### src/core/simsk_regs.svh
// Register offsets, field positions and reset values of the switch interrupt mask and status bank.
// Assumes it is included by bare name from files that already set the default net type.
`ifndef SIMSK_REGS_SVH
`define SIMSK_REGS_SVH

`define SIMSK_ADDR_MASK        8'h04
`define SIMSK_ADDR_STATUS      8'h05
`define SIMSK_ADDR_CTRL        8'h06

`define SIMSK_MASK_RESET       6'h00
`define SIMSK_MASK_PAD         2'h0
`define SIMSK_FAULT_LSB        3
`define SIMSK_FAULT_MSB        5
`define SIMSK_LIMIT_LSB        0
`define SIMSK_LIMIT_MSB        2
`define SIMSK_RSVD_MSB         7
`define SIMSK_RSVD_LSB         6

`define SIMSK_ST_SEAL          7
`define SIMSK_ST_NVM           6
`define SIMSK_ST_LINE          5
`define SIMSK_ST_BUTTON        4
`define SIMSK_ST_PWR_MSB       3
`define SIMSK_ST_PWR_LSB       2
`define SIMSK_ST_CELL_MSB      1
`define SIMSK_ST_CELL_LSB      0
`define SIMSK_STATUS_RST_MASK  8'hc0

`define SIMSK_CTRL_TRIG        0
`define SIMSK_CTRL_PAD         7'h00
`define SIMSK_RD_NONE          8'h00

`endif

### src/core/simsk_pkg.sv
// Types shared by the switch interrupt mask and status bank.
// Assumes nothing beyond a SystemVerilog compiler.
package simsk_pkg;

  typedef enum logic [1:0] {
    pwr_transitional        = 2'h0,
    wait_power_enable_state = 2'h1,
    pwr_active              = 2'h2,
    pwr_suspend             = 2'h3
  } simsk_pwr_state_t;

  typedef enum logic [1:0] {
    cell_absent = 2'h0,
    cell_low    = 2'h1,
    cell_good   = 2'h2,
    cell_ideal  = 2'h3
  } simsk_cell_level_t;

  typedef enum logic {
    meas_idle,
    meas_wait
  } simsk_meas_state_t;

endpackage

### src/core/simsk_sync.sv
// Two-flop synchroniser for levels arriving from outside the clock domain.
// Assumes each bit is an independent level or is stable while it is sampled.
`timescale 1ns/1ps
`default_nettype none
module simsk_sync #(
  parameter int W = 1
) (
  input  wire logic         clock,
  input  wire logic         rst,
  input  wire logic [W-1:0] async_in,
  output logic      [W-1:0] sync_out
);

  logic [W-1:0] meta_q;
  logic [W-1:0] sync_q;

  // The first stage feeds only the second stage.
  always_ff @(posedge clock) begin
    if (rst) begin
      meta_q <= '0;
      sync_q <= '0;
    end else begin
      meta_q <= async_in;
      sync_q <= meta_q;
    end
  end

  assign sync_out = sync_q;

endmodule
`default_nettype wire

### src/core/simsk_cell_meas.sv
// Coin-cell acquisition sequencer: issues a start pulse and captures the level on completion.
// Assumes the analog side raises its done level after a start and holds the level code stable.
`timescale 1ns/1ps
`default_nettype none
`include "simsk_regs.svh"
module simsk_cell_meas (
  input  wire logic                         clock,
  input  wire logic                         rst,
  input  wire logic                         start,
  input  wire logic                         done_pin,
  input  wire logic [1:0]                   level_pin,
  output logic                              acq_start,
  output simsk_pkg::simsk_cell_level_t      level,
  output logic                              valid,
  output logic                              busy
);

  logic                            done_s;
  logic [1:0]                      level_s;
  logic                            done_prev_q;
  logic                            done_prev_d;
  simsk_pkg::simsk_meas_state_t    state_q;
  simsk_pkg::simsk_meas_state_t    state_d;
  logic                            acq_q;
  logic                            acq_d;
  simsk_pkg::simsk_cell_level_t    level_q;
  simsk_pkg::simsk_cell_level_t    level_d;
  logic                            valid_q;
  logic                            valid_d;

  simsk_sync #(.W(3)) u_sync (
    .clock    (clock),
    .rst      (rst),
    .async_in ({done_pin, level_pin}),
    .sync_out ({done_s, level_s})
  );

  // A start during a running acquisition is dropped rather than restarting the analog.
  always_comb begin
    state_d     = state_q;
    acq_d       = 1'b0;
    level_d     = level_q;
    valid_d     = valid_q;
    done_prev_d = done_s;
    case (state_q)
      simsk_pkg::meas_idle: begin
        if (start) begin
          acq_d   = 1'b1;
          state_d = simsk_pkg::meas_wait;
        end
      end
      simsk_pkg::meas_wait: begin
        if (done_s && !done_prev_q) begin
          level_d = simsk_pkg::simsk_cell_level_t'(level_s);
          valid_d = 1'b1;
          state_d = simsk_pkg::meas_idle;
        end
      end
      default: state_d = simsk_pkg::meas_idle;
    endcase
  end

  always_ff @(posedge clock) begin
    if (rst) begin
      state_q     <= simsk_pkg::meas_idle;
      acq_q       <= 1'b0;
      level_q     <= simsk_pkg::cell_absent;
      valid_q     <= 1'b0;
      done_prev_q <= 1'b0;
    end else begin
      state_q     <= state_d;
      acq_q       <= acq_d;
      level_q     <= level_d;
      valid_q     <= valid_d;
      done_prev_q <= done_prev_d;
    end
  end

  assign acq_start = acq_q;
  assign level     = level_q;
  assign valid     = valid_q;
  assign busy      = (state_q == simsk_pkg::meas_wait);

endmodule
`default_nettype wire

### src/core/simsk_top.sv
// Switch interrupt mask register, device status register and acquisition control bit.
// Assumes a decoded register port from the serial bus logic on the same clock, the switch
// fault flags from the flag register logic on the same clock, and raw pins for the rest.
`timescale 1ns/1ps
`default_nettype none
`include "simsk_regs.svh"
module simsk_top (
  input  wire logic                          clock,
  input  wire logic                          rst,
  input  wire logic [7:0]                    reg_addr,
  input  wire logic [7:0]                    reg_wdata,
  input  wire logic                          reg_wr,
  input  wire logic                          reg_rd,
  output logic      [7:0]                    reg_rdata,
  output logic                               reg_rvalid,
  input  wire logic [2:0]                    fault_flag,
  input  wire logic [2:0]                    limit_cond_pin,
  input  wire logic                          line_detect_pin,
  input  wire logic                          push_button_pin,
  input  wire logic                          seal_broken_in,
  input  wire logic                          nvm_changed_in,
  input  wire simsk_pkg::simsk_pwr_state_t   pwr_state_in,
  input  wire logic                          cell_done_pin,
  input  wire logic [1:0]                    cell_level_pin,
  output logic                               cell_acq_start,
  output logic                               cell_level_valid,
  output logic      [2:0]                    limit_flag,
  output logic                               irq_out_low
);

  logic [2:0]                    limit_s;
  logic                          line_s;
  logic                          button_s;
  logic [5:0]                    mask_q;
  logic [5:0]                    mask_d;
  logic                          trig_q;
  logic                          trig_d;
  logic [2:0]                    limit_flag_q;
  logic [2:0]                    limit_flag_d;
  logic                          fresh_seal_broken_q;
  logic                          fresh_seal_broken_d;
  logic                          nvm_changed_q;
  logic                          nvm_changed_d;
  logic                          line_detect_level_q;
  logic                          line_detect_level_d;
  logic                          button_level_q;
  logic                          button_level_d;
  simsk_pkg::simsk_pwr_state_t   pwr_q;
  simsk_pkg::simsk_pwr_state_t   pwr_d;
  logic [7:0]                    rdata_q;
  logic [7:0]                    rdata_d;
  logic                          rvalid_q;
  logic                          rvalid_d;
  logic                          irq_low_q;
  logic                          irq_low_d;
  logic [5:0]                    event_vec;
  logic [5:0]                    pending;
  logic [7:0]                    status_img;
  logic [7:0]                    mask_img;
  logic [7:0]                    ctrl_img;
  logic                          wr_mask;
  logic                          wr_ctrl;
  simsk_pkg::simsk_cell_level_t  cell_charge_level;
  logic                          meas_busy;

  // Pins from the analog side are brought onto the clock before anything reads them.
  simsk_sync #(.W(5)) u_pin_sync (
    .clock    (clock),
    .rst      (rst),
    .async_in ({limit_cond_pin, line_detect_pin, push_button_pin}),
    .sync_out ({limit_s, line_s, button_s})
  );

  simsk_cell_meas u_cell (
    .clock     (clock),
    .rst       (rst),
    .start     (trig_q),
    .done_pin  (cell_done_pin),
    .level_pin (cell_level_pin),
    .acq_start (cell_acq_start),
    .level     (cell_charge_level),
    .valid     (cell_level_valid),
    .busy      (meas_busy)
  );

  assign wr_mask = reg_wr && (reg_addr == `SIMSK_ADDR_MASK);
  assign wr_ctrl = reg_wr && (reg_addr == `SIMSK_ADDR_CTRL);

  // Event vector lines up bit for bit with the mask register layout.
  assign event_vec[`SIMSK_FAULT_MSB:`SIMSK_FAULT_LSB] = fault_flag;
  assign event_vec[`SIMSK_LIMIT_MSB:`SIMSK_LIMIT_LSB] = limit_flag_q;

  // Each event reaches the interrupt path only through its own mask bit.
  genvar gi;
  generate
    for (gi = 0; gi < 6; gi++) begin : g_gate
      assign pending[gi] = event_vec[gi] && !mask_q[gi];
    end
  endgenerate

  assign mask_img   = {`SIMSK_MASK_PAD, mask_q};
  assign ctrl_img   = {`SIMSK_CTRL_PAD, trig_q};
  assign status_img = {fresh_seal_broken_q, nvm_changed_q, line_detect_level_q,
                       button_level_q, pwr_q, cell_charge_level};

  // Register writes, status capture and interrupt output.
  always_comb begin
    mask_d = mask_q;
    if (wr_mask) begin
      mask_d = reg_wdata[`SIMSK_FAULT_MSB:`SIMSK_LIMIT_LSB];
    end
    // The trigger bit lives one cycle; a write while it is high keeps it high one more cycle.
    trig_d = wr_ctrl && reg_wdata[`SIMSK_CTRL_TRIG];
    // Limit flags follow the live condition and never look at the mask.
    limit_flag_d        = limit_s;
    fresh_seal_broken_d = seal_broken_in;
    nvm_changed_d       = nvm_changed_in;
    line_detect_level_d = !line_s;
    button_level_d      = !button_s;
    pwr_d               = pwr_state_in;
    irq_low_d           = !(|pending);
  end

  // Read port; the status offset is read-only, so a write there has no target.
  always_comb begin
    rvalid_d = reg_rd;
    rdata_d  = rdata_q;
    if (reg_rd) begin
      case (reg_addr)
        `SIMSK_ADDR_MASK:   rdata_d = mask_img;
        `SIMSK_ADDR_STATUS: rdata_d = status_img;
        `SIMSK_ADDR_CTRL:   rdata_d = ctrl_img;
        default:            rdata_d = `SIMSK_RD_NONE;
      endcase
    end
  end

  always_ff @(posedge clock) begin
    if (rst) begin
      mask_q              <= `SIMSK_MASK_RESET;
      trig_q              <= 1'b0;
      limit_flag_q        <= 3'h0;
      fresh_seal_broken_q <= 1'b0;
      nvm_changed_q       <= 1'b0;
      line_detect_level_q <= 1'b0;
      button_level_q      <= 1'b0;
      pwr_q               <= simsk_pkg::pwr_transitional;
      rdata_q             <= `SIMSK_RD_NONE;
      rvalid_q            <= 1'b0;
      irq_low_q           <= 1'b1;
    end else begin
      mask_q              <= mask_d;
      trig_q              <= trig_d;
      limit_flag_q        <= limit_flag_d;
      fresh_seal_broken_q <= fresh_seal_broken_d;
      nvm_changed_q       <= nvm_changed_d;
      line_detect_level_q <= line_detect_level_d;
      button_level_q      <= button_level_d;
      pwr_q               <= pwr_d;
      rdata_q             <= rdata_d;
      rvalid_q            <= rvalid_d;
      irq_low_q           <= irq_low_d;
    end
  end

  assign reg_rdata  = rdata_q;
  assign reg_rvalid = rvalid_q;
  assign limit_flag = limit_flag_q;
  assign irq_out_low = irq_low_q;
endmodule
`default_nettype wire

### config.mk
export PLATFORM = sky130hd
export DESIGN_NAME = simsk_top
export DESIGN_NICKNAME = d
export VERILOG_FILES = /design/src/core/simsk_pkg.sv /design/src/core/simsk_sync.sv /design/src/core/simsk_cell_meas.sv /design/src/core/simsk_top.sv
export VERILOG_INCLUDE_DIRS = /design/src /design/src/core
export SDC_FILE = /design/constraint.sdc
export NUM_CORES = 1
export LEC_CHECK = 0
export ABC_AREA = 1
export BUFFER_PORTS_ARGS = -buffer_cell sky130_fd_sc_hd__buf_2
export CORE_MARGIN = 4
export CORE_UTILIZATION = 44
export CTS_CLUSTER_SIZE = 16
export DETAILED_ROUTE_END_ITERATION = 6
export GPL_TIMING_DRIVEN = 0
export PLACE_DENSITY = 0.75
export SLEW_MARGIN = 20
export SYNTH_ARGS = -nofsm -noshare
export SYNTH_HDL_FRONTEND = slang
export SYNTH_HIERARCHICAL = 1
export SYNTH_SLANG_ARGS = --single-unit
export TNS_END_PERCENT = 30
### constraint.sdc
create_clock -name clock -period 1.4 [get_ports clock]
set_input_delay 0.14 -clock clock [delete_from_list [all_inputs] [get_ports clock]]
set_output_delay 0.14 -clock clock [all_outputs]
set_load 0.01 [all_outputs]
## Word level (Yosys, flattened, before mapping)

Cells that the tools add are included.

| word-level totals | value |
|---|---|
| flip-flop bits (word level) | 48 |
| output and inout bits | 15 |
| bits in read-only memories | 0 |
| latch bits | 0 |
| input port bits | 35 |
| memories kept | 0 |
| RAM bits | 0 |

| cells by class | value |
|---|---|
| reductions and logical operators | 23 |
| $lt $le $gt $ge | 0 |
| shift operators | 0 |
| muxes and demuxes | 4 |
| $add $sub $neg | 0 |
| bitwise logic cells | 1 |
| equality and inequality tests | 3 |
| div/mod/pow operators | 0 |
| multipliers | 0 |

Operators with widths:

| cell | number |
|---|---|
| 8-bit by 3-bit equality test with 1-bit output (second input constant) | 3 |
| 8-bit case mux with 3 select lines | 1 |
| 1-bit logical AND | 10 |
| 1-bit zero test | 10 |
| 6-bit OR reduction | 1 |
| 1-bit two-way mux | 2 |
| 1-bit case mux with 2 select lines | 1 |
| 2-bit AND reduction | 1 |
| 2-bit OR reduction | 1 |
| 1-bit inverter | 1 |

## Logic depth before layout (Yosys ltp)

Gate-level depths: netlist of run 1.

| depth | value |
|---|---|
| depth after elaboration | 4 |
| depth in mapped cells | 8 |
| mapped depth without buffers | 7 |

## Cells and area by module

The synthesis of run 1 kept the hierarchy.

Modules (own cells, without submodules):

| module | times used | area each (um2) | cells an instance |
|---|---|---|---|
| simsk_top | 1 | 1,121.1 | 141 |
| simsk_sync at u_pin_sync | 1 | 286.5 | 31 |
| simsk_cell_meas | 1 | 210.2 | 27 |
| simsk_sync at u_cell.u_sync | 1 | 165.2 | 18 |

## Worst setup path before layout of run 1

Ideal clock, no wire load.

| timing | value |
|---|---|
| path kind | input port to flip-flop |
| start point | input reg_addr[6] |
| end point | register rdata_q[1] (netlist: reg_rdata[1]) |
| library setup time | 66 ps |
| path slack | 537 ps |
| data required time | 1,334 ps |
| stages on the path | 8 |
| data arrival time | 797 ps |
| cells stage by stage | inv_1 nand2_2 nor2_8 buf_8 nand3_1 nand2_1 nand2_1 a21oi_2 |

| between the ends | value |
|---|---|
| word-level cells in the longest chain between the ends | 2 |
| elaborated cells on any way between the ends | 4 |
| those cells by class | eq/ne: 3; mux: 1 |

Ends and longest elaborated chain:

| what | RTL line | source |
|---|---|---|
| from (decl) | simsk_top.sv:10 | `input wire logic [7:0] reg_addr,` |
| 8-bit by 3-bit equality test with 1-bit output | simsk_top.sv:129 | `case (reg_addr)` |
| 8-bit case mux with 3 select lines * | simsk_top.sv:129 |  |
| to (signal assigned) | simsk_top.sv:148 | `` rdata_q <= `SIMSK_RD_NONE; `` |
| to (signal assigned) | simsk_top.sv:160 | `rdata_q <= rdata_d;` |
| to (decl) | simsk_top.sv:50 | `logic [7:0] rdata_q;` |

Mark *: on every way between the ends. The rest lies on a longest branch, timed or not.
A chain may end at the register's enable or synchronous reset.

## Final worst setup path of run 1

| timing | value |
|---|---|
| start point | register limit_flag_q[0] (netlist: limit_flag[0]) |
| end point | output limit_flag[0] |

RTL lines:

| what | RTL line | source |
|---|---|---|
| from (decl) | simsk_top.sv:38 | `logic [2:0] limit_flag_q;` |
| from (signal assigned) | simsk_top.sv:154 | `limit_flag_q <= limit_flag_d;` |
| to (decl) | simsk_top.sv:27 | `output logic [2:0] limit_flag,` |

No word-level cell between the ends.

==> flow_summary.ini, run 1 <==
[clock_tree]
worst_skew_pair.late_latency_ns = 0.29
cts_buffers = 5
path_clk_slew_ns = 0.08
cts_hold_buffers = 0
post_cts_buffers = 0
htreeDepth = 2
cts_tree = built
cts_buffer_depth = 2
root_buffer = clkbuf_8
clock_sinks = 48
cts_resized = 0

[placement]
place_ws_ns = 0.2372
gp_congestion = 0.7822
dp_hpwl_um = 2428
io_buffers = 47

[critical_path]
worst_path_max_delay_cell = dfxtp_1
critPathBufInv = 1
max_stage_delay_ns = 0.35
path_cells = buf_2
cp_data_arrival_time_ns = 0.79
cp_max_fo = 2
end_kind = output port
cpLargestDelayFamily = flip-flops
required_ns = 1.26
start_kind = flip-flop
crit_type = reg -> out

[flow_run]
cap_violations = 0

[floorplanning]
core-area_mm2 = 0.003799
dieArea_mm2 = 0.005134
rows = 22
initial_utilization = 0.4694
die_x_um = 71.66
num_io_pins = 50
die_y_um = 71.66

[global_route]
antenna_found_initial = 0
grt_pass1_wl_um = 5423
use_met2 = 0.2255
grtUsageMet1 = 0.1493
grt_max_degree = 15
grt_usage = 0.1332
grt_overflow = 0
grt_pass1_vias = 1334
grtUsageMet3 = 0.04488
busiest_layer = met2

[pwr]
p_per_area_mw_per_mm2 = 1117
irDropWorstVdd_mv = 0.7911
p_leak_nw = 1.068

[route]
drtAntennaViolNets = 0
vias_per_cell = 4.341
drcViolationCount = 0
routed-via-count = 1389
drt_wl_total_um = 3144
drt_first_pass_iters = 4
drt_iter0_drc = 78
wl_per_cell_um = 9.825

[synth]
synth.distinct_cells = 23
postSynthCellCount = 217
avgSynthCellArea_um2 = 8.216
synth_area_mm2 = 0.001783
syn_nets = 252
ys_seq_area_frac = 0.5389
yosysWarningCount = 6
synth_seq_cells = 48

[cells_and_area]
nets = 306
drive_above_1_share = 0.2941
n_antenna_cell = 0
area_growth_pct = 21.82

[sta]
worst_pin_slew_ns = 0.2713
drv_slew = 0
period_share = 0.6642
clock_skew_ns = 0.004192
clock.fmax_mhz = 1075
slew_headroom = 0.8189
setup_viol = 0
tns_ns = 0
hold_viol = 0
fin_ws_ns = 0.4701
min_period_ns = 0.9299
rsz0062_at_grt = false
hold_slack_ns = 0.03813

[min_path]
hold_path_class = in -> reg

[outcome]
status = completed
[placed cells by master, fill, tap and decap left out, drive strengths merged]
master	netlist	final
buf	5	52
dfxtp	48	48
inv	44	44
nor2	44	44
nand2	32	32
nand3	17	17
a21oi	12	12
o21ai	11	11
clkbuf	0	7
clkinv	1	1
o22ai	1	1
o31ai	1	1
clkinvlp	0	1
nor3b	1	1
[layout make-up]
| type | instances | area (um2) |
|---|---|---|
| Fill cell | 377 | 1627 |
| Sequential cell | 48 | 960.9 |
| Multi-Input combinational cell | 119 | 610.6 |
| Timing Repair Buffer | 47 | 235.2 |
| Inverter | 45 | 170.2 |
| Clock buffer | 7 | 86.33 |
| Tap cell | 48 | 60.06 |
| Buffer | 5 | 41.29 |
| Clock inverter | 1 | 7.507 |
[path summary, 6_finish.rpt]
check	startpoint	end	slack, ns	cells after the start
worst max-delay path	limit_flag[0]	limit_flag[0]	0.47	1
worst min-delay path	cell_level_pin[1]	u_cell/u_sync/meta_q[1]	0.04	3
worst max register to register	mask_q[4]	irq_out_low	0.58	4
worst min register to register	u_pin_sync/sync_out[1]	line_detect_level_q	0.38	1
[synth_stat cells (all sizes together)]
| library cell | instances | share of area |
|---|---|---|
| clkinv | 1 | 0.0028 |
| buf | 5 | 0.023 |
| nand3 | 17 | 0.060 |
| o31ai | 1 | 0.0042 |
| dfxtp | 48 | 0.54 |
| o21ai | 11 | 0.031 |
| o22ai | 1 | 0.0035 |
| nor3b | 1 | 0.0042 |
| inv | 44 | 0.093 |
| nor2 | 44 | 0.12 |
| a21oi | 12 | 0.048 |
| nand2 | 32 | 0.076 |
[per-stage QoR]
step	util	cells	area, um2	total power, W
finish	0.5718	320	2172	0.002426
floorplan	-	217	1783	0.001547
global placement	0.5471	312	2078	0.001622
global route	0.5718	320	2172	0.002538
detailed placement	0.5471	312	2078	0.001627
CTS	0.5718	320	2172	0.002457
[worst min-delay path, delay by kind of cell]
kind | cells | cell delay, ns
buffers and inverters | 2 | 0.10
AND/OR/NAND/NOR | 1 | 0.06
[state kept, by name, summed over array words and instances, names as in the netlist, 2 cells and up]
register and cells:
pwr_q 2, u_cell/u_sync/sync_out 3, u_cell/u_sync/meta_q 3, u_pin_sync/meta_q 5, u_pin_sync/sync_out 5, u_cell/level 2, reg_rdata 8, limit_flag 3
mask_q 6
[where the power goes]
part	internal [W]	switching, W
registers	0.00141	0.0000119
clock network	0.000401	0.000433
logic	0.0000743	0.000101
[metal layers]
metal / wire, um / part of all wire
met5: 0 / 0
met4: 56 / 0.018
met3: 275 / 0.087
met2: 1460 / 0.46
met1: 1352 / 0.43
[logic make-up (layout without fill, tap and decap cells)]
logic type | after synthesis | in the layout | synth area share
AO/OA/AOI/OAI | 25 | 25 | 0.08702
buffers and inverters | 50 | 105 | 0.1186
flip-flops | 48 | 48 | 0.5389
AND/OR/NAND/NOR | 94 | 94 | 0.2554
No activity file was read; power rests on OpenSTA's default activity.
==> run 2, diff against run 1 <==
--- a/config.mk
+++ b/config.mk
@@ -6,14 +6,14 @@
 export SDC_FILE = /design/constraint.sdc
 export NUM_CORES = 1
 export LEC_CHECK = 0
-export ABC_AREA = 1
+export ABC_AREA = 0
 export BUFFER_PORTS_ARGS = -buffer_cell sky130_fd_sc_hd__buf_2
 export CORE_MARGIN = 4
 export CORE_UTILIZATION = 44
 export CTS_CLUSTER_SIZE = 16
 export DETAILED_ROUTE_END_ITERATION = 6
 export GPL_TIMING_DRIVEN = 0
-export PLACE_DENSITY = 0.75
+export PLACE_DENSITY = 0.76
 export SLEW_MARGIN = 20
 export SYNTH_ARGS = -nofsm -noshare
 export SYNTH_HDL_FRONTEND = slang
==> constraint.sdc (replaced) <==
create_clock -name clock -period 0.9 [get_ports clock]
set_input_delay 0.09 -clock clock [delete_from_list [all_inputs] [get_ports clock]]
set_output_delay 0.09 -clock clock [all_outputs]
set_load 0.01 [all_outputs]
==> flow_summary.ini, run 2 <==
[pwr]
irDropWorstVdd_mv = 1.387
p_leak_nw = 1.021
p_per_area_mw_per_mm2 = 1792

[critical_path]
crit_type = reg -> reg
worst_path_max_delay_cell = dfxtp_2
cp_data_arrival_time_ns = 1.09
worst-r2r-cell-count = 3
required_ns = 1.09
start_kind = flip-flop
path_cells = mux2_2 -> nand4_1 -> a21oi_2
cp_max_fo = 3
max_stage_delay_ns = 0.34
end_kind = flip-flop

[route]
top_layer = met4
drcViolationCount = 0
met3_length_um = 181
drt-met1-wl_um = 1455
drt_first_pass_iters = 4
drt_iter0_drc = 51
drt_wl_total_um = 3346
wl_met2_um = 1630
vias_per_cell = 4.676
routed-via-count = 1286
wl_per_cell_um = 12.17
drtAntennaViolNets = 0

[global_route]
grt_usage = 0.1431
grt_overflow = 0
grt_max_degree = 26
antenna_found_initial = 0
grt_pass1_vias = 1284
grt_pass1_wl_um = 5540

[clock_tree]
cts_tree = built
htreeDepth = 2
root_buffer = clkbuf_8
path_clk_slew_ns = 0.09
cts_buffers = 5
cts_buffer_depth = 2
clock_sinks = 48
worst_skew_pair.late_latency_ns = 0.30

[cells_and_area]
fill_cells = 300
n_antenna_cell = 0
largest_register_ffs = 8
final_cell_mix = buf_2 (45), dfxtp_1 (38), nor2b_1 (24), nand2_1 (17)
layoutNonFillerInstCount = 275
nets = 261
area_growth_pct = 35.11
drive_above_1_share = 0.3700
final_common_cell = buf_2

[synth]
post_synth_xor_area_fraction = 0
netlist.area_leader.share = 0.5676
synth_fa_ha_area_frac = 0
synthFlopType = dfxtp_1
muxShareOfSynthArea = 0.08647
synth.distinct_cells = 31
synth_edf_count = 0
yosys.area_share.simple = 0.2461
synthArstFlopShare = 0
syn_nets = 194
yosysMostFrequentCell = dfxtp_1
synth.top_cells.by_count = dfxtp_1 (48), nor2b_1 (25), nand2_1 (17), mux2i_1 (9), inv_1 (8)
ys_seq_area_frac = 0.5676
yosysWarningCount = 6
synth_compound_area_frac = 0.05691
synth_area_mm2 = 0.001693
synth_top_family_by_area = simple AND/OR/NAND/NOR gates
postSynthCellCount = 159
synth_seq_cells = 48
synth.area.top_cells = dfxtp_1 (57%), nor2b_1 (9.2%), mux2i_1 (5.3%), nand2_1 (3.8%), mux2_2 (3.3%)
avgSynthCellArea_um2 = 10.65
yosysTopAreaCell = dfxtp_1

[placement]
place_inst = 253
io_buffers = 46
place_ws_ns = -0.6771
dp_hpwl_um = 2230
gp_congestion = 0.7655

[sta]
setup_viol = 0
rsz0062_at_grt = true
hold_slack_ns = 0.003622
fin_ws_ns = 0.0007113
hold_viol = 0
period_share = 0.9992
clock.fmax_mhz = 1112
slew_headroom = 0.8104
worst_pin_slew_ns = 0.2845
drv_slew = 0
clock_skew_ns = 0.004406
min_period_ns = 0.8993

[outcome]
status = completed

[floorplanning]
die_x_um = 70.03
rows = 22
num_io_pins = 50
die_y_um = 70.03
dieArea_mm2 = 0.004904
core-area_mm2 = 0.003689
initial_utilization = 0.4590

[flow_run]
cap_violations = 0

[min_path]
hold_depth = 2
hold_path_class = in -> reg
==> run 2: final timing paths <==
| kind | startpoint | end | slack [ns] |
|---|---|---|---|
| max | mask_q[4] | reg_rdata[4] | 0.0007 |
| max reg2reg | mask_q[4] | reg_rdata[4] | 0.0007 |
| min | pwr_state_in[1] | pwr_q[1] | 0.004 |
| min reg2reg | u_pin_sync/sync_out[0] | button_level_q | 0.39 |
==> run 2: what timing repair did <==
| action | in CTS | in global routing |
|---|---|---|
| endpoints found under the hold margin | 9 | 1 |
| resized for setup | 7 | 18 |
| pin swaps | 2 | 4 |
| hold buffers | 9 | 1 |
| buffers inserted | 1 | 3 |
| endpoints found under the setup margin | 20 | 23 |
==> run 2: cell families after synthesis <==
group / count (synthesis)
AND/OR/NAND/NOR: 68
flip-flops: 48
buffers and inverters: 15
AO/OA/AOI/OAI: 14
multiplexers: 14
==> run 2: final cells by class <==
cell class                      instances  area, um2  area share
Buffer                                  7      57.56     0.02516
Clock buffer                            6      82.58     0.03611
Clock inverter                          2      38.79     0.01696
Inverter                                8      30.03     0.01313
Multi-Input combinational cell         96      671.9      0.2938
Sequential cell                        48      973.4      0.4256
Tap cell                               48      60.06     0.02626
Timing Repair Buffer                   60      372.9      0.1630
==> run 2: report_power, final <==
group	switching (W)	internal, W
Clock	0.000699	0.000908
Sequential	0.0000131	0.00218
Combinational	0.000132	0.000166
Total	0.000844	0.00325
==> run 2: layer usage <==
| metal | vias up | global-route usage |
|---|---|---|
| li1 | 661 | - |
| met1 | 582 | 0.1724 |
| met2 | 34 | 0.2256 |
| met3 | 9 | 0.04317 |
| met4 | 0 | 0.08085 |
| met5 | - | 0 |
==> run 2: worst max-delay path, delay by kind of cell (launching register included) <==
kind,cells,cell delay [ns]
multiplexers,1,0.25
flip-flops,1,0.34
AND/OR/NAND/NOR,1,0.12
AO/OA/AOI/OAI,1,0.08
==> run 2: per-stage QoR <==
step                      total power (W)  setup TNS [ns]  cell area [um2]  utilization
after global placement           0.002479          -13.41             1983       0.5377
after CTS                        0.004104               0             2223       0.6028
after global routing             0.004270         -0.1714             2287       0.6201
final                            0.004099               0             2287       0.6201
after floorplan                  0.002360          -1.219             1693            -
after detailed placement         0.002483          -13.01             1983       0.5377
